File: src/shared/ocp_defines.vh
// Constants for the output overcurrent protection block
`ifndef OCP_DEFINES_VH
`define OCP_DEFINES_VH

// Register byte offsets
`define REG_CTRL        8'h00
`define REG_MODE        8'h04
`define REG_ONDEMAND    8'h08
`define REG_QSTATUS     8'h0C
`define REG_CHSTATUS    8'h10
`define REG_WINDOW      8'h14

// Mode register fields
`define MODE_FAIL_BIT   0
`define MODE_PWM_BIT    1
`define MODE_PROF_LO    2
`define MODE_PROF_HI    3
`define MODE_WAKE_BIT   4

// Ballast profile encodings
`define PROF_ALL        2'h0
`define PROF_CH3        2'h1
`define PROF_CH34       2'h2
`define PROF_NONE       2'h3

// Window phases
`define PH_IDLE         3'h0
`define PH_LVL1         3'h1
`define PH_LVL2         3'h2
`define PH_LVL3         3'h3
`define PH_STEADY       3'h4

// Timing
`define CLK_HZ          20000000
`define DEGLITCH_NS     2000
`define DEGLITCH_CYC    ((`DEGLITCH_NS * 20 + 999) / 1000)
`define LVL1_US         200
`define LVL2_US         8000
`define LVL3_US         16000
`define SSC_US          10
`define RESTART_US      10000
`define SLOW_DIV        8
`define RESP_SLVERR     2'h2
`define RESP_OKAY       2'h0

`endif

File: src/hw/ocp_top.v
// Output overcurrent protection: fault shutdown, restart and inrush windows
// Notes on behaviour
// - Any channel fault turns that output off once the deglitch time elapses.
// - Fault shutdowns use the fast turn-off path, no edge shaping, high slew.
// - Fast turn-off is latched so it survives battery undervoltage.
// - Normal mode faults set quick status and the channel status bit.
// - Fault is OR of undervoltage, pump failure, three inrush levels, steady limit, heat, short, open load.
// - Fail mode: level two, three, steady limit, undervoltage recover automatically.
// - Fail mode: heat, short or level one latch off until wake or mode change.
// - In PWM mode window timers advance only while the drive command is high.
// - Window counting freezes during undervoltage, pump failure or heat shutdown.
// - Severe short detect is armed only briefly after each off-to-on transition.
// - Normal mode drive off then on clears the window counter, full sequence.
// - Rewriting drive on without an off continues the window count.
// - Without enabled input pins, on bits govern the inrush windows.
// - Fail mode: input pin toggle starts windows, and the input pin, not the on bit, turns output on.
// - At full duty the level two timer runs divided by 8 while open load is high.
// - Ballast extension stretches level two window up to 64 ms from 8 ms.
// - Ballast extension engages at each sequence start, except in on-demand mode.
// - Profile select 00 all, 01 channel 3, 10 channels 3 and 4, 11 none.
// - On-demand off: steady limit after windows; on: steady event reruns two, three.
// - An inrush level or steady limit shutdown clears that channel's on-demand bit; a severe short does not.
//
// Implementation choices: the register addresses and the AXI4-Lite register port.
`include "ocp_defines.vh"

module ocp_top #(
	parameter NCH          = 5,
	parameter LVL1_CYC     = `LVL1_US * 20,
	parameter LVL2_CYC     = `LVL2_US * 20,
	parameter LVL3_CYC     = `LVL3_US * 20,
	parameter SSC_CYC      = `SSC_US * 20,
	parameter RESTART_CYC  = `RESTART_US * 20,
	parameter CW           = 20
)(
	input  wire              aclk,
	input  wire              aresetn,
	input  wire [7:0]        s_axi_awaddr,
	input  wire              s_axi_awvalid,
	output wire              s_axi_awready,
	input  wire [31:0]       s_axi_wdata,
	input  wire [3:0]        s_axi_wstrb,
	input  wire              s_axi_wvalid,
	output wire              s_axi_wready,
	output reg  [1:0]        s_axi_bresp,
	output reg               s_axi_bvalid,
	input  wire              s_axi_bready,
	input  wire [7:0]        s_axi_araddr,
	input  wire              s_axi_arvalid,
	output wire              s_axi_arready,
	output reg  [31:0]       s_axi_rdata,
	output reg  [1:0]        s_axi_rresp,
	output reg               s_axi_rvalid,
	input  wire              s_axi_rready,
	input  wire              undervoltage_flag,
	input  wire              charge_pump_failure,
	input  wire [NCH-1:0]    off_state_open_load,
	input  wire [NCH-1:0]    channel_over_temperature,
	input  wire [NCH-1:0]    inrush_level_one,
	input  wire [NCH-1:0]    inrush_level_two,
	input  wire [NCH-1:0]    inrush_level_three,
	input  wire [NCH-1:0]    steady_overcurrent_limit,
	input  wire [NCH-1:0]    severe_short_detect,
	input  wire [NCH-1:0]    input_pin_toggle,
	input  wire [NCH-1:0]    pwm_in,
	input  wire              pwm_clock_lost,
	output reg  [NCH-1:0]    channel_drive_command,
	output reg  [NCH-1:0]    fast_turn_off,
	output reg  [NCH-1:0]    ssc_armed,
	output reg  [NCH*3-1:0]  window_phase
);

	// ************************************************************
	// Input synchronisers
	// ************************************************************
	localparam SW = 3 + 9 * NCH;
	wire [SW-1:0] raw_in = {undervoltage_flag, charge_pump_failure, pwm_clock_lost,
		off_state_open_load, channel_over_temperature, inrush_level_one,
		inrush_level_two, inrush_level_three, steady_overcurrent_limit,
		severe_short_detect, input_pin_toggle, pwm_in};
	reg  [SW-1:0] meta_q;
	reg  [SW-1:0] sync_q;

	// Two flops before any logic reads the pins
	always @(posedge aclk)
	begin
		if (!aresetn)
		begin
			meta_q <= {SW{1'b0}};
			sync_q <= {SW{1'b0}};
		end
		else
		begin
			meta_q <= raw_in;
			sync_q <= meta_q;
		end
	end

	wire           uv_s   = sync_q[SW-1];
	wire           cpf_s  = sync_q[SW-2];
	wire           pcl_s  = sync_q[SW-3];
	wire [NCH-1:0] ol_s   = sync_q[8*NCH +: NCH];
	wire [NCH-1:0] ot_s   = sync_q[7*NCH +: NCH];
	wire [NCH-1:0] l1_s   = sync_q[6*NCH +: NCH];
	wire [NCH-1:0] l2_s   = sync_q[5*NCH +: NCH];
	wire [NCH-1:0] l3_s   = sync_q[4*NCH +: NCH];
	wire [NCH-1:0] lo_s   = sync_q[3*NCH +: NCH];
	wire [NCH-1:0] ssc_s  = sync_q[2*NCH +: NCH];
	wire [NCH-1:0] pin_s  = sync_q[NCH +: NCH];
	wire [NCH-1:0] pwm_s  = sync_q[0 +: NCH];

	// ************************************************************
	// Register file and AXI4-Lite slave
	// ************************************************************
	reg  [NCH-1:0] channel_on_bit_q;
	reg  [NCH-1:0] on_demand_inrush_bit_q;
	reg  [NCH-1:0] chan_status_q;
	reg  [NCH-1:0] latched_off_q;
	reg            quick_status_q;
	reg            fail_mode_q;
	reg            pwm_mode_q;
	reg            ballast_profile_select_hi_q;
	reg            ballast_profile_select_lo_q;
	reg  [7:0]     awaddr_q;
	reg  [31:0]    wdata_q;
	reg            aw_have_q;
	reg            w_have_q;
	wire [NCH-1:0] od_clear;

	assign s_axi_awready = !aw_have_q && !s_axi_bvalid;
	assign s_axi_wready  = !w_have_q && !s_axi_bvalid;
	assign s_axi_arready = !s_axi_rvalid;

	wire           wr_go   = aw_have_q && w_have_q && !s_axi_bvalid;
	wire           wr_ctrl = wr_go && (awaddr_q == `REG_CTRL);
	wire           wr_mode = wr_go && (awaddr_q == `REG_MODE);
	wire           wr_od   = wr_go && (awaddr_q == `REG_ONDEMAND);
	wire           wr_qst  = wr_go && (awaddr_q == `REG_QSTATUS);
	wire           wr_cst  = wr_go && (awaddr_q == `REG_CHSTATUS);
	wire           wr_ok   = wr_ctrl | wr_mode | wr_od | wr_qst | wr_cst;
	wire [NCH-1:0] on_wr1  = wr_ctrl ? wdata_q[NCH-1:0] : {NCH{1'b0}};
	wire           mode_chg = wr_mode && (wdata_q[`MODE_FAIL_BIT] != fail_mode_q);
	wire           wake     = wr_mode && wdata_q[`MODE_WAKE_BIT];

	// Write channel capture and response
	always @(posedge aclk)
	begin
		if (!aresetn)
		begin
			aw_have_q    <= 1'b0;
			w_have_q     <= 1'b0;
			awaddr_q     <= 8'h00;
			wdata_q      <= 32'h0000_0000;
			s_axi_bvalid <= 1'b0;
			s_axi_bresp  <= `RESP_OKAY;
		end
		else
		begin
			if (s_axi_awvalid && s_axi_awready)
			begin
				aw_have_q <= 1'b1;
				awaddr_q  <= {s_axi_awaddr[7:2], 2'b00};
			end
			if (s_axi_wvalid && s_axi_wready)
			begin
				w_have_q <= 1'b1;
				wdata_q  <= s_axi_wdata & {{8{s_axi_wstrb[3]}}, {8{s_axi_wstrb[2]}},
					{8{s_axi_wstrb[1]}}, {8{s_axi_wstrb[0]}}};
			end
			if (wr_go)
			begin
				aw_have_q    <= 1'b0;
				w_have_q     <= 1'b0;
				s_axi_bvalid <= 1'b1;
				s_axi_bresp  <= wr_ok ? `RESP_OKAY : `RESP_SLVERR;
			end
			else if (s_axi_bvalid && s_axi_bready)
				s_axi_bvalid <= 1'b0;
		end
	end

	// Read data mux
	always @(posedge aclk)
	begin
		if (!aresetn)
		begin
			s_axi_rvalid <= 1'b0;
			s_axi_rdata  <= 32'h0000_0000;
			s_axi_rresp  <= `RESP_OKAY;
		end
		else if (s_axi_arvalid && s_axi_arready)
		begin
			s_axi_rvalid <= 1'b1;
			s_axi_rresp  <= `RESP_OKAY;
			case ({s_axi_araddr[7:2], 2'b00})
				`REG_CTRL:     s_axi_rdata <= {{(32-NCH){1'b0}}, channel_on_bit_q};
				`REG_MODE:     s_axi_rdata <= {28'h0000000, ballast_profile_select_hi_q,
					ballast_profile_select_lo_q, pwm_mode_q, fail_mode_q};
				`REG_ONDEMAND: s_axi_rdata <= {{(32-NCH){1'b0}}, on_demand_inrush_bit_q};
				`REG_QSTATUS:  s_axi_rdata <= {31'h00000000, quick_status_q};
				`REG_CHSTATUS: s_axi_rdata <= {{(32-NCH){1'b0}}, chan_status_q};
				`REG_WINDOW:   s_axi_rdata <= {{(32-3*NCH){1'b0}}, window_phase};
				default:
				begin
					s_axi_rdata <= 32'h0000_0000;
					s_axi_rresp <= `RESP_SLVERR;
				end
			endcase
		end
		else if (s_axi_rvalid && s_axi_rready)
			s_axi_rvalid <= 1'b0;
	end

	// Software controls; on-demand clear by hardware wins over a write
	always @(posedge aclk)
	begin
		if (!aresetn)
		begin
			channel_on_bit_q            <= {NCH{1'b0}};
			on_demand_inrush_bit_q      <= {NCH{1'b0}};
			fail_mode_q                 <= 1'b0;
			pwm_mode_q                  <= 1'b0;
			ballast_profile_select_hi_q <= 1'b0;
			ballast_profile_select_lo_q <= 1'b0;
		end
		else
		begin
			if (wr_ctrl)
				channel_on_bit_q <= wdata_q[NCH-1:0];
			if (wr_mode)
			begin
				fail_mode_q                 <= wdata_q[`MODE_FAIL_BIT];
				pwm_mode_q                  <= wdata_q[`MODE_PWM_BIT];
				ballast_profile_select_hi_q <= wdata_q[`MODE_PROF_HI];
				ballast_profile_select_lo_q <= wdata_q[`MODE_PROF_LO];
			end
			on_demand_inrush_bit_q <= (wr_od ? wdata_q[NCH-1:0] : on_demand_inrush_bit_q)
				& ~od_clear;
		end
	end

	// ************************************************************
	// Per-channel protection
	// ************************************************************
	// Ballast extension allowed for a channel index (0 based)
	function ext_allowed;
		input [1:0]  prof;
		input integer ch;
		begin
			case (prof)
				`PROF_ALL:  ext_allowed = 1'b1;
				`PROF_CH3:  ext_allowed = (ch == 2);
				`PROF_CH34: ext_allowed = (ch == 2) || (ch == 3);
				default:    ext_allowed = 1'b0;
			endcase
		end
	endfunction

	wire [1:0]     prof = fail_mode_q ? `PROF_ALL
		: {ballast_profile_select_hi_q, ballast_profile_select_lo_q};
	wire           freeze = uv_s | cpf_s;
	wire [NCH-1:0] fault_raw;
	wire [NCH-1:0] oc_any = l1_s | l2_s | l3_s | lo_s;
	reg  [NCH-1:0] fault_hit;
	reg  [NCH-1:0] od_clear_r;
	assign od_clear = od_clear_r;

	genvar g;
	generate
		for (g = 0; g < NCH; g = g + 1)
		begin : chan
			reg  [7:0]    dg_q;
			reg  [CW-1:0] win_q;
			reg  [CW-1:0] rst_q;
			reg  [2:0]    div_q;
			reg  [2:0]    ph_q;
			reg           drv_prev_q;
			reg           pin_prev_q;
			reg           ext_q;
			reg           auto_q;
			reg           ssc_q;
			reg  [CW-1:0] ssc_cnt_q;

			// Fault OR, short only counts while armed
			assign fault_raw[g] = uv_s | l1_s[g] | l2_s[g] | l3_s[g] | lo_s[g] | ot_s[g]
				| (ssc_s[g] & ssc_q) | cpf_s | ol_s[g];

			wire want    = fail_mode_q ? pin_s[g] : channel_on_bit_q[g];
			wire drive   = want & ~fast_turn_off[g] & ~latched_off_q[g] & ~auto_q;
			wire restart = fail_mode_q ? (pin_s[g] & ~pin_prev_q)
				: (drive & ~drv_prev_q);
			wire tick_en = (!pwm_mode_q || pwm_s[g]) && drive && !freeze && !ot_s[g];
			wire full    = fail_mode_q ? pin_s[g] : (pcl_s || !pwm_mode_q);
			wire slow    = ext_q && full && ol_s[g];
			wire tick2   = slow ? (div_q == 3'h7) : 1'b1;
			wire hard    = ot_s[g] | (ssc_s[g] & ssc_q) | l1_s[g];
			wire trip    = fault_raw[g] && (dg_q == `DEGLITCH_CYC - 1); // Deglitch ends now

			// Deglitch, then latched fast turn-off
			always @(posedge aclk)
			begin
				if (!aresetn)
				begin
					dg_q                <= 8'h00;
					fast_turn_off[g]    <= 1'b0;
					fault_hit[g]        <= 1'b0;
				end
				else
				begin
					fault_hit[g] <= 1'b0;
					if (!fault_raw[g])
						dg_q <= 8'h00;
					else if (dg_q < `DEGLITCH_CYC)
						dg_q <= dg_q + 8'h01;
					if (trip)
					begin
						fast_turn_off[g] <= 1'b1;
						fault_hit[g]     <= 1'b1;
					end
					else if (on_wr1[g] || wake || mode_chg
						|| (fail_mode_q && auto_q && rst_q == 1))
						fast_turn_off[g] <= 1'b0;
				end
			end

			// Fail mode latch off and automatic restart
			always @(posedge aclk)
			begin
				if (!aresetn)
				begin
					latched_off_q[g] <= 1'b0;
					auto_q           <= 1'b0;
					rst_q            <= {CW{1'b0}};
				end
				else if (wake || mode_chg)
				begin
					latched_off_q[g] <= 1'b0;
					auto_q           <= 1'b0;
				end
				else if (fault_hit[g] && fail_mode_q)
				begin
					if (hard)
						latched_off_q[g] <= 1'b1;
					else
					begin
						auto_q <= 1'b1;
						rst_q  <= RESTART_CYC[CW-1:0];
					end
				end
				else if (auto_q)
				begin
					rst_q <= rst_q - {{(CW-1){1'b0}}, 1'b1};
					if (rst_q == 1)
						auto_q <= 1'b0;
				end
			end

			// Status flags: set wins over software clear
			always @(posedge aclk)
			begin
				if (!aresetn)
					chan_status_q[g] <= 1'b0;
				else if (fault_hit[g] && !fail_mode_q)
					chan_status_q[g] <= 1'b1;
				else if (wr_cst && wdata_q[g])
					chan_status_q[g] <= 1'b0;
			end

			// Inrush window sequencer
			always @(posedge aclk)
			begin
				if (!aresetn)
				begin
					ph_q       <= `PH_IDLE;
					win_q      <= {CW{1'b0}};
					div_q      <= 3'h0;
					ext_q      <= 1'b0;
					drv_prev_q <= 1'b0;
					pin_prev_q <= 1'b0;
					od_clear_r[g] <= 1'b0;
				end
				else
				begin
					drv_prev_q    <= drive;
					pin_prev_q    <= pin_s[g];
					od_clear_r[g] <= fault_hit[g] & oc_any[g];
					if (restart)
					begin
						ph_q  <= `PH_LVL1;
						win_q <= {CW{1'b0}};
						div_q <= 3'h0;
						ext_q <= ext_allowed(prof, g) & ~on_demand_inrush_bit_q[g];
					end
					else if (on_demand_inrush_bit_q[g] && ph_q == `PH_STEADY && lo_s[g])
					begin
						ph_q  <= `PH_LVL2;
						win_q <= {CW{1'b0}};
					end
					else if (tick_en && ph_q != `PH_IDLE && ph_q != `PH_STEADY)
					begin
						div_q <= div_q + 3'h1;
						if (ph_q != `PH_LVL2 || tick2)
							win_q <= win_q + {{(CW-1){1'b0}}, 1'b1};
						case (ph_q)
							`PH_LVL1: if (win_q == LVL1_CYC - 1)
								begin
									ph_q  <= `PH_LVL2;
									win_q <= {CW{1'b0}};
								end
							`PH_LVL2: if (win_q == LVL2_CYC - 1 && (ph_q != `PH_LVL2 || tick2))
								begin
									ph_q  <= `PH_LVL3;
									win_q <= {CW{1'b0}};
								end
							`PH_LVL3: if (win_q == LVL3_CYC - 1)
									ph_q <= `PH_STEADY;
							default: ph_q <= ph_q;
						endcase
					end
				end
			end

			// Severe short arming window after turn-on
			always @(posedge aclk)
			begin
				if (!aresetn)
				begin
					ssc_q     <= 1'b0;
					ssc_cnt_q <= {CW{1'b0}};
				end
				else if (drive && !drv_prev_q)
				begin
					ssc_q     <= 1'b1;
					ssc_cnt_q <= SSC_CYC[CW-1:0];
				end
				else if (ssc_q)
				begin
					ssc_cnt_q <= ssc_cnt_q - {{(CW-1){1'b0}}, 1'b1};
					if (ssc_cnt_q == 1 || !drive)
						ssc_q <= 1'b0;
				end
			end

			// Registered outputs
			always @(posedge aclk)
			begin
				if (!aresetn)
				begin
					channel_drive_command[g] <= 1'b0;
					ssc_armed[g]             <= 1'b0;
					window_phase[3*g +: 3]   <= `PH_IDLE;
				end
				else
				begin
					channel_drive_command[g] <= drive & ~trip & (!pwm_mode_q | pwm_s[g]);
					ssc_armed[g]             <= ssc_q;
					window_phase[3*g +: 3]   <= ph_q;
				end
			end
		end
	endgenerate

	// Quick status: any channel fault in normal mode
	always @(posedge aclk)
	begin
		if (!aresetn)
			quick_status_q <= 1'b0;
		else if (|fault_hit && !fail_mode_q)
			quick_status_q <= 1'b1;
		else if (wr_qst && wdata_q[0])
			quick_status_q <= 1'b0;
	end

endmodule // ocp_top

File: config.mk
export PLATFORM = sky130hd
export DESIGN_NAME = ocp_top
export DESIGN_NICKNAME = d
export VERILOG_FILES = /design/src/hw/ocp_top.v
export VERILOG_INCLUDE_DIRS = /design/src /design/src/shared
export SDC_FILE = /design/constraint.sdc
export NUM_CORES = 1
export LEC_CHECK = 0
export ABC_AREA = 1
export ABC_CLOCK_PERIOD_IN_PS = 4750
export BUFFER_PORTS_ARGS = -buffer_cell sky130_fd_sc_hd__buf_2
export CAP_MARGIN = 20
export CORE_MARGIN = 5
export CORE_UTILIZATION = 50
export CTS_BUF_LIST = sky130_fd_sc_hd__clkbuf_4
export CTS_CLUSTER_DIAMETER = 40
export CTS_CLUSTER_SIZE = 25
export DETAILED_ROUTE_END_ITERATION = 7
export GPL_ROUTABILITY_DRIVEN = 0
export MAX_ROUTING_LAYER = met4
export PLACE_DENSITY = 0.68
export SYNTH_ARGS = -nofsm -noshare
export SYNTH_HDL_FRONTEND = slang
export SYNTH_SLANG_ARGS = --single-unit
File: constraint.sdc
create_clock -name aclk -period 4.75 [get_ports aclk]
set_input_delay 0.475 -clock aclk [delete_from_list [all_inputs] [get_ports aclk]]
set_output_delay 0.475 -clock aclk [all_outputs]
set_load 0.05 [all_outputs]
==> results of run 1 <==
-- worst register-to-register path, cell delays in order, from the launching register on --
cell	delay (ns)
dfxtp_1	0.59
buf_4	0.35
inv_6	0.16
a21oi_1	0.15
o21ai_1	0.11
nand2_4	0.24
nand2_1	0.44
inv_1	0.46
nand2_1	0.14
nand2_2	0.17
o21bai_1	0.14
nor2_1	0.05
-- stage by stage --
step / total power, µW / hold slack, ns / setup slack [ns]
after floorplan: 5514 / 0.3746 / 2.801
after global placement: 5652 / 0.3797 / 1.704
after detailed placement: 5658 / 0.3825 / 1.690
after CTS: 9628 / 0.007262 / 1.645
after global routing: 9936 / 0.03401 / 1.346
final: 9524 / 0.05974 / 1.622
-- flip-flops by register name, indices dropped and copies added, names as in the netlist, 6 cells and up --
name / count
s_axi_rdata: 15
chan.ssc_cnt_q: 100
chan.dg_q: 40
window_phase: 15
chan.rst_q: 100
chan.win_q: 100
chan.div_q: 15
chan.ph_q: 15
sync_q: 48
awaddr_q: 6
meta_q: 48
-- cell usage in the layout, fill, tap and decap left out, types with 12 or more instances in the layout --
master         synthesis  final
a21oi_1              269    269
a31oi_1               16     16
buf_2                 19    123
clkbuf_4               0    107
clkinv_4               0     12
conb_1                 1     19
dfxtp_1              588    588
dlygate4sd3_1          0     87
ha_1                  40     40
inv_1                611    611
inv_2                 18     18
inv_6                  1     26
nand2_1              834    834
nand2_2               19     19
nand3_1              218    218
nand4_1               71     71
nor2_1               656    656
nor2_2                14     14
nor3_1               136    136
nor3b_1               16     16
nor4_1                32     32
o21ai_0              170    170
o21ai_1               14     14
o31ai_1               14     14
or2_2                 30     30
xnor2_1               26     26
xor2_1                67     67
-- timing repair --
item / in CTS / in global routing
gates resized for setup: 0 / 0
endpoints found under the hold margin: 78 / 0
hold buffers: 87 / 0
-- per-layer routing --
| layer | global-route usage [%] | up-vias |
|---|---|---|
| met5 | - | - |
| met4 | 8.159 | 0 |
| met3 | 4.340 | 151 |
| met2 | 37.96 | 633 |
| met1 | 30.40 | 11700 |
| li1 | - | 13560 |
-- layout make-up --
type / count / area [µm²] / share of cell area (%)
clock buffers: 107 / 803.3 / 2.520
inverters: 633 / 2389 / 7.493
multi-input cells: 2796 / 13620 / 42.72
clock inverters: 77 / 767.0 / 2.406
diodes: 8 / 20.02 / 0.06280
well taps: 756 / 945.9 / 2.967
repair buffers: 218 / 1563 / 4.902
flip-flops and latches: 588 / 11770 / 36.93
-- power groups by stage --
stage | Sequential, µW | Combinational, µW | Clock [µW]
2_1_floorplan | 5190 | 329 | 0
3_3_place_gp | 5170 | 480 | 0
3_5_place_dp | 5170 | 484 | 0
4_1_cts | 5060 | 542 | 4020
5_1_grt | 5070 | 607 | 4260
6_report | 5060 | 548 | 3910
-- cell families (layout without fill, tap and decap cells) --
group                      count (synthesis)  count (layout)  share of synthesized area (%)
AOI/OAI and AO/OA                        545             545                          10.47
xor gates and xnor gates                  93              93                          2.884
adders and majority gates                 40              40                          1.772
buffers and inverters                    730            1035                          10.33
DFF                                      588             588                          41.69
other                                      1              27                        0.01328
and+or+nand+nor                         2099            2099                          32.84
-- worst paths after layout --
| path | slack, ns | cells after the start | endpoint |
|---|---|---|---|
| max | 1.62 | 11 | chan[4].rst_q[13] |
| min | 0.06 | 3 | wdata_q[4] |
| max reg2reg | 1.62 | 11 | chan[4].rst_q[13] |
| min reg2reg | 0.39 | 1 | on_demand_inrush_bit_q[0] |
==> out/metrics.csv, run 1 <==
stage,metric,value,unit
run_status,status,finished clean,
sta,finClkSkew,0.06386,ns
clocking,clk_pin_slew,0.12,ns
setup_path,cp-start-kind,flip-flop,
finish,design_area,31880,µm²
route,wl,71.71,mm
route,via_per_inst,5.025,
clocking,cts_tree,built,
finish,syn_to_final_growth,12.88,%
clocking,clk_latency,0.92,ns
setup_path,end_kind,flip-flop,
route,wl_met3,4.207,mm
setup_path,slowest_delay,0.59,ns
floorplanning,fp.dieH,247.7,µm
sta,rsz0062_at_grt,false,
floorplanning,die-area,61330,µm²
logic_synthesis,synthDistinctLibCells,57,
clocking,numClockSinks,588,
route,route.detailed.drc,0,
logic_synthesis,synth.ff_latch_count,588,
floorplanning,rows,87,
setup_path,r2r-start,fail_mode_q,
power_and_ir_drop,p_comb_share,5.8,%
route,dr.pass1.iters,6,
finish,drive_gt1_share,10.25,%
route,wl_per_cell,13.83,µm
route,wl_met2,32.12,mm
logic_synthesis,synthTopCellsByArea,"dfxtp_1, nand2_1, nor2_1, inv_1, a21oi_1",
power_and_ir_drop,p_per_area,298.8,nW/µm²
floorplanning,ios,178,
placed_design,io_buffers,124,
worst_hold_path,min-delay-start,s_axi_wstrb[0],
clocking,htree_levels,3,
logic_synthesis,synth-edff-count,0,
power_and_ir_drop,intPower,6775,µW
logic_synthesis,async_reset_ff_share,0,%
global_routing,grt_start_max_net_pins,90,
logic_synthesis,synth_area_leader_cell,dfxtp_1,
setup_path,cp_cell_sequence,buf_4 > inv_6 > a21oi_1 > o21ai_1 > nand2_4 > nand2_1 > inv_1 > nand2_1 > nand2_2 > o21bai_1 > nor2_1,
finish,fill_cells,5557,
sta,worstMarginPinSlew,0.8881,ns
global_routing,antenna_found_initial,4,
finish,final_cells,5183,
placed_design,place_inst,4904,
logic_synthesis,yosys-top-cells-count,"nand2_1, nor2_1, inv_1",
finish,fin_nets,4481,
route,drtIter0Drc,1707,
sta,max_freq,319.7,MHz
power_and_ir_drop,pwr-share-clk,41.1,%
power_and_ir_drop,peakVddDrop,222.4,µV
power_and_ir_drop,p_switching,2748,µW
finish,post-route-util,56.75,%
logic_synthesis,syn_area,28240,µm²
logic_synthesis,synth-main-ff-cell,dfxtp_1,
power_and_ir_drop,seq_power_share,53.2,%
sta,slew_viol_final,0,
worst_hold_path,min_path_type,in2reg,
route,wl_met1,32.98,mm
logic_synthesis,yosysWarnings,0,
floorplanning,die_x,247.7,µm
sta,fin_setup_tns,0,ns
global_routing,grt_pass1_wl,117.5,mm
clocking,cts_inserted_buffers,97,
logic_synthesis,synth_top_area_share,41.69,%
setup_path,cp.arrival,3.90,ns
clocking,clk_path_buf_depth,3,
setup_path,crit_slowest_cell,dfxtp_1,
setup_path,cp_top_family,simple AND/OR/NAND/NOR gates,
logic_synthesis,synth.avg_cell_area,6.894,µm²
logic_synthesis,yosysMostFrequentCell,nand2_1,
sta,finalHoldViolations,0,
floorplanning,start_util,50.27,%
sta,setup_violations,0,
logic_synthesis,seq_area_frac_synth,41.69,%
setup_path,crit_fanout,21,
global_routing,gr-usage-all-layers,23.71,%
placed_design,dpl_cell_area,29420,µm²
power_and_ir_drop,p_leak,0.01498,µW
sta,fin_crit_sh,65.85,%
route,top_layer,met4,
setup_path,worst_ep_required_time,5.52,ns
global_routing,first_global_vias,24180,
setup_path,worst-path-buf-inv,3,
global_routing,grt-ovfl-total,0,
power_and_ir_drop,switching_share,28.86,%
setup_path,crit_start,fail_mode_q,
setup_path,path_class,reg2reg,
logic_synthesis,synthCells,4096,
sta,fin_crit,3.128,ns
floorplanning,core_area,56170,µm²
setup_path,crit_top_cell,nand2_1,
sta,slew_headroom,40.73,%
clocking,clock-root-buffer,clkbuf_4,
route,ant_nets,0,
placed_design,place_hpwl,51.44,mm
route,vias,26040,
clocking,post-cts-setup-buffers,0,
run,maxCapViolCount,0,
No activity file was read; power rests on OpenSTA's default activity.
==> run 2, diff against run 1 <==
ABC_AREA = 0   (was 1)
ABC_CLOCK_PERIOD_IN_PS = 3000   (was 4750)
clock period = 3 ns   (was 4.75 ns; I/O delays follow)
==> out/metrics.csv, run 2 <==
stage,metric,value,unit,change
run_status,status,finished clean,,
sta,fin_crit,2.889,ns,-0.2391 ns
finish,final_common_cell,dfxtp_1,,
floorplanning,die-area,54110,µm²,-12%
logic_synthesis,seq_area_frac_synth,47.51,%,+5.8 points
logic_synthesis,yosysWarnings,0,,unchanged
sta,finalHoldViolations,0,,unchanged
route,vias,20460,,-21%
sta,rsz0062_at_grt,false,,
logic_synthesis,synth_top_area_share,47.51,%,+5.8 points
clocking,clk_latency,0.87,ns,-0.05 ns
run,maxCapViolCount,0,,unchanged
sta,fin_setup_tns,0,ns,unchanged
logic_synthesis,async_reset_ff_share,0,%,unchanged
global_routing,antenna_found_initial,2,,-2
logic_synthesis,synth_area_leader_cell,dfxtp_1,,
setup_path,cp.arrival,3.60,ns,-0.30 ns
logic_synthesis,synth-edff-count,0,,unchanged
setup_path,rrSetupSlack,0.11,ns,-1.51 ns
finish,drive_gt1_share,12.08,%,+1.8 points
route,dr.pass1.iters,5,,-1
global_routing,grt_pass1_wl,99.74,mm,-15%
placed_design,place_hpwl,43.67,mm,-15%
route,wl_per_cell,16.33,µm,+18%
global_routing,gr-usage-all-layers,22.89,%,-0.82 points
route,wl,61.48,mm,-14%
logic_synthesis,yosys-top-cells-count,"dfxtp_1, nor2_1, nand2_1",,
clocking,htree_levels,3,,unchanged
route,route.detailed.drc,0,,unchanged
finish,final_cells,3764,,-27%
sta,fin_crit_sh,96.30,%,+30 points
finish,fin_nets,3178,,-29%
setup_path,worst_ep_required_time,3.71,ns,-1.81 ns
clocking,cts_inserted_buffers,80,,-18%
placed_design,io_buffers,124,,unchanged
floorplanning,rows,81,,-6.9%
setup_path,crit_fanout,14,,-33%
finish,fill_cells,4359,,-22%
floorplanning,start_util,50.62,%,+0.35 points
logic_synthesis,synthTopCellsByArea,"dfxtp_1, nor2_1, xnor2_1, xor2_1, and2_1",,
finish,design_area,28450,µm²,-11%
finish,final_cell_mix,"dfxtp_1, nor2_1, nand2_1, xnor2_1, and2_1",,
sta,setup_violations,0,,unchanged
finish,multiInputGateArea,12360,µm²,-9.3%
finish,post-route-util,58.11,%,+1.4 points
global_routing,first_global_vias,19990,,-17%
clocking,numClockSinks,588,,unchanged
power_and_ir_drop,p_per_area,509.5,nW/µm²,+71%
power_and_ir_drop,p_leak,0.01093,µW,-27%
global_routing,grt-ovfl-total,0,,unchanged
route,via_per_inst,5.436,,+8.2%
logic_synthesis,yosysMostFrequentCell,dfxtp_1,,
finish,syn_to_final_growth,14.80,%,
finish,reg.largest.list,"chan.rst_q x100, chan.ssc_cnt_q x100, chan.win_q x100",,
clocking,clk_pin_slew,0.14,ns,+0.02 ns
setup_path,end_kind,flip-flop,,
placed_design,dpl_cell_area,26300,µm²,-11%
logic_synthesis,synthCells,2788,,-32%
logic_synthesis,synthDistinctLibCells,77,,+35%
clocking,post-cts-setup-buffers,0,,unchanged
sta,finClkSkew,0.06689,ns,+0.003025 ns
floorplanning,core_area,48950,µm²,-13%
logic_synthesis,synth-main-ff-cell,dfxtp_1,,
clocking,clock-root-buffer,clkbuf_4,,
logic_synthesis,synth.avg_cell_area,8.888,µm²,+29%
logic_synthesis,synth.ff_latch_count,588,,unchanged
setup_path,cp-start-kind,flip-flop,,
sta,slew_headroom,33.01,%,-7.7 points
clocking,clk_path_buf_depth,3,,unchanged
clocking,cts_tree,built,,
sta,max_freq,346.1,MHz,+8.3%
floorplanning,die_x,232.6,µm,-6.1%
power_and_ir_drop,peakVddDrop,378.1,µV,+70%
logic_synthesis,syn_area,24780,µm²,-12%
placed_design,place_inst,3541,,-28%
sta,slew_viol_final,0,,unchanged
sta,worstMarginPinSlew,0.9796,ns,+0.09151 ns
global_routing,grt_start_max_net_pins,81,,-10%
route,drtIter0Drc,1394,,-18%
finish,regArea,11770,µm²,unchanged
setup_path,path_class,reg2reg,,
floorplanning,fp.dieH,232.6,µm,-6.1%
route,ant_nets,0,,unchanged
power_and_ir_drop,power,14490,µW,+52%
floorplanning,ios,178,,unchanged
worst_hold_path,min_path_type,in2reg,,
==> run 2: changes by cell type in the layout (fill, tap and decap cells not counted), sizes merged, moves of 130 or more <==
cell   change
a21oi    -146
nand3    -142
o21ai    -156
nor2     -221
nand2    -667
xnor2    +153
and2     +130
inv      -598
==> run 2: worst paths after layout <==
check                                    from                         to  cells past startpoint
worst max-delay path               pwm_mode_q          chan[4].win_q[11]                      6
worst min-delay path            s_axi_arvalid             s_axi_rdata[1]                      5
worst min register to register    od_clear[4]  on_demand_inrush_bit_q[4]                      1
worst max register to register     pwm_mode_q          chan[4].win_q[11]                      6
==> run 2: per-stage QoR <==
stage                     hold slack (ns)  setup WS (ns)
after floorplan                    0.3732         0.3427
after global placement             0.3800         0.3292
after detailed placement           0.3791         0.2592
after CTS                        0.009774         0.2180
after global routing               0.1160       0.004988
final                             0.08656         0.1110
==> run 2: power by group <==
part           leakage, µW  switching, µW  internal [µW]
clock network     0.000740           3260           2610
logic              0.00543            412            239
registers          0.00476           69.1           7900
==> run 2: timing repair <==
item | in CTS | in global routing
resized for setup | 0 | 0
endpoints found under the hold margin | 98 | 0
hold buffers | 72 | 0
==> run 2: cell type report <==
class                   instances  area share [%]
inverters                      53          0.7082
clock buffers                  87           2.296
clock inverters                61           2.696
flip-flops and latches        588           41.38
multi-input cells            2047           43.44
diodes                          3         0.02639
repair buffers                261           6.527
well taps                     664           2.921
==> run 2: routing by layer <==
metal  track usage [%]  vias up  wire (µm)
met1             30.34     9694      28370
met4             7.163        0       1544
met3             3.502       98       3738
met5                 -        -          0
li1                  -    10120          -
met2             36.37      550      27820
==> run 2: kinds of logic after synthesis <==
logic type      after synthesis  synth area share [%]
simple gates               1374                 28.09
flops                       588                 47.51
xor+xnor                    287                 10.14
compound gates              276                 6.983
buf+inv                     171                 2.964
mux                          51                 2.282
fa+ha+maj                    40                 2.020
other cells                   1               0.01513
==> run 2: worst max-delay path, stage by stage (launching register included) <==
cell and delay (ns):
dfxtp_1 0.66, nor3b_1 0.69, nor4b_1 0.17, or3_1 0.57, nor4_1 0.42, xnor2_1 0.16, nor2_1 0.06
==> run 3, diff against run 2 <==
BUFFER_PORTS_ARGS = unset   (was -buffer_cell sky130_fd_sc_hd__buf_2)
CTS_BUF_LIST = sky130_fd_sc_hd__clkbuf_16   (was sky130_fd_sc_hd__clkbuf_4)
DONT_BUFFER_PORTS = 1   (was unset)
PLACE_DENSITY = unset   (was 0.68)
==> out/metrics.csv, run 3 (synthesis gave the netlist of run 2 again) <==
stage,metric,value,unit,change
setup_path,reg2reg_depth,6,,unchanged
sta,setup_violations,0,,unchanged
clocking,cts_inserted_buffers,85,,+6.3%
worst_hold_path,min_path_type,in2reg,,
setup_path,r2r-start,chan[0].rst_q[2],,
sta,hold_slack,0.05445,ns,-0.03211 ns
setup_path,worst-path-buf-inv,0,,unchanged
clocking,clk_latency,0.62,ns,-0.25 ns
floorplanning,core_area,48950,µm²,unchanged
setup_path,cp.arrival,3.32,ns,-0.28 ns
floorplanning,die_x,232.6,µm,unchanged
sta,max_freq,358.5,MHz,+3.6%
clocking,htree_levels,3,,unchanged
power_and_ir_drop,p_comb_share,3.2,%,-1.3 points
placed_design,place_hpwl,42.59,mm,-2.5%
setup_path,crit_slowest_cell,or4_4,,
route,wl_per_cell,17.23,µm,+5.5%
route,via_per_inst,5.432,,about the same
clocking,cts_tree,built,,
placed_design,dp_slack,0.2578,ns,-0.001388 ns
setup_path,rrSetupSlack,0.21,ns,+0.10 ns
setup_path,cp_top_family,simple AND/OR/NAND/NOR gates,,
setup_path,cp-start-kind,flip-flop,,
sta,finClkSkew,0.03063,ns,-0.03626 ns
worst_hold_path,hold_path_depth,3,,-2
sta,fin_crit,2.790,ns,-0.09935 ns
route,ant_nets,0,,unchanged
power_and_ir_drop,power,18780,µW,+30%
floorplanning,start_util,50.62,%,unchanged
power_and_ir_drop,switching_share,23.98,%,-1.9 points
clocking,clock-root-buffer,clkbuf_16,,
setup_path,end_kind,flip-flop,,
sta,rsz0062_at_grt,false,,
setup_path,worst_ep_required_time,3.53,ns,-0.18 ns
power_and_ir_drop,p_per_area,631.4,nW/µm²,+24%
sta,finalHoldViolations,0,,unchanged
floorplanning,ios,178,,unchanged
global_routing,first_global_vias,19340,,-3.3%
clocking,post-cts-setup-buffers,0,,unchanged
global_routing,grt_pass1_wl,101.8,mm,+2.1%
worst_hold_path,hold_path_end,chan[2].rst_q[19],,
power_and_ir_drop,seq_power_share,42.6,%,-12 points
power_and_ir_drop,p_leak,0.01131,µW,+3.5%
sta,fin_crit_sh,92.99,%,-3.3 points
placed_design,io_buffers,0,,-100%
setup_path,slowest_delay,0.59,ns,-0.10 ns
global_routing,grt_start_max_net_pins,113,,+40%
setup_path,path_class,reg2reg,,
clocking,numClockSinks,588,,unchanged
sta,worstMarginPinSlew,0.8794,ns,-0.1002 ns
route,drtIter0Drc,1365,,-2.1%
power_and_ir_drop,pwr-share-clk,54.2,%,+14 points
global_routing,grt-ovfl-total,0,,unchanged
clocking,clk_path_buf_depth,3,,unchanged
finish,syn_to_final_growth,20.01,%,
finish,reg.largest.list,"chan.rst_q x100, chan.ssc_cnt_q x100, chan.win_q x100",,
finish,fill_cells,4149,,-4.8%
sta,fin_setup_tns,0,ns,unchanged
finish,fin_nets,3093,,-2.7%
power_and_ir_drop,intPower,14270,µW,+33%
setup_path,cp_cell_sequence,or4_4 > or3_4 > or2_4 > or3_1 > or4_1 > a21oi_1,,
worst_hold_path,min-delay-start,aresetn,,
finish,drive_gt1_share,8.714,%,-3.4 points
floorplanning,fp.dieH,232.6,µm,unchanged
clocking,clk_pin_slew,0.06,ns,-0.08 ns
sta,worst_slack,0.2104,ns,+0.09935 ns
run,maxCapViolCount,0,,unchanged
finish,final_common_cell,dfxtp_1,,
power_and_ir_drop,p_switching,4503,µW,+20%
setup_path,crit_cells,6,,unchanged
setup_path,r2r-end,chan[0].rst_q[13],,
global_routing,antenna_found_initial,3,,+1
floorplanning,die-area,54110,µm²,unchanged
route,wl,63.49,mm,+3.3%
sta,slew_viol_final,0,,unchanged
route,route.detailed.drc,0,,unchanged
sta,slew_headroom,41.16,%,+8.2 points
power_and_ir_drop,peakVddDrop,475.0,µV,+26%
floorplanning,rows,81,,unchanged
finish,final_cell_mix,"dfxtp_1, nor2_1, nand2_1, xnor2_1, and2_1",,
setup_path,crit_fanout,9,,-5
route,vias,20020,,-2.2%
global_routing,gr-usage-all-layers,23.68,%,+0.79 points
run_status,status,finished clean,,
route,dr.pass1.iters,5,,unchanged
-- run 3: timing repair --
action / 4_1_cts / 5_1_grt
gates resized for setup: 0 / 0
hold buffers: 104 / 0
hold endpoints to repair: 195 / 0
-- run 3: metrics by stage --
| stage | std cells | area (µm²) | util, % |
|---|---|---|---|
| CTS | 3681 | 29720 | 60.71 |
| global placement | 3417 | 25690 | 52.48 |
| global route | 3683 | 29730 | 60.74 |
| detailed placement | 3418 | 25690 | 52.49 |
| finish | 3685 | 29740 | 60.75 |
| floorplan | 2806 | 24850 | - |
-- run 3: worst register-to-register path, stage by stage, from the launching register on --
cell	delay [ns]
dfxtp_1	0.35
or4_4	0.59
or3_4	0.42
or2_4	0.26
or3_1	0.50
or4_1	0.44
a21oi_1	0.15
-- run 3: per-layer routing --
metal | part of all wire (%) | up-vias | global-route usage [%] | wire length (µm)
met5 | 0 | - | - | 0
met2 | 46 | 502 | 37.96 | 29460
met4 | 1.8 | 0 | 5.963 | 1130
met1 | 45 | 9496 | 31.21 | 28830
met3 | 6.4 | 76 | 4.405 | 4060
li1 | - | 9944 | - | -
-- run 3: layout make-up --
| cell class | instances | area [µm²] | share of cell area, % |
|---|---|---|---|
| clock inverter | 73 | 812.0 | 2.731 |
| inverter | 53 | 201.4 | 0.6774 |
| clock buffer | 86 | 2152 | 7.237 |
| multi-input combinational | 2047 | 12360 | 41.56 |
| tap | 664 | 830.8 | 2.794 |
| antenna | 3 | 7.507 | 0.02525 |
| timing repair buffer | 171 | 1602 | 5.386 |
| sequential | 588 | 11770 | 39.59 |
-- run 3: how the worst max path moves through the flow --
stage,startpoint,endpoint
6_report,chan[0].rst_q[2],chan[0].rst_q[13]
5_1_grt,chan[0].rst_q[2],chan[0].rst_q[13]
4_1_cts,chan[0].rst_q[2],chan[0].rst_q[13]
3_5_place_dp,chan[0].rst_q[2],chan[0].rst_q[13]
3_3_place_gp,fail_mode_q,chan[3].rst_q[17]
2_1_floorplan,s_axi_bvalid,chan[3].rst_q[8]
-- run 3: power groups by stage --
stage | clock (µW) | combinational [µW] | sequential, µW
2_1_floorplan | 0 | 375 | 8130
3_3_place_gp | 0 | 452 | 8160
3_5_place_dp | 0 | 458 | 8160
4_1_cts | 10400 | 590 | 7990
5_1_grt | 10800 | 653 | 8000
6_report | 10200 | 597 | 8000
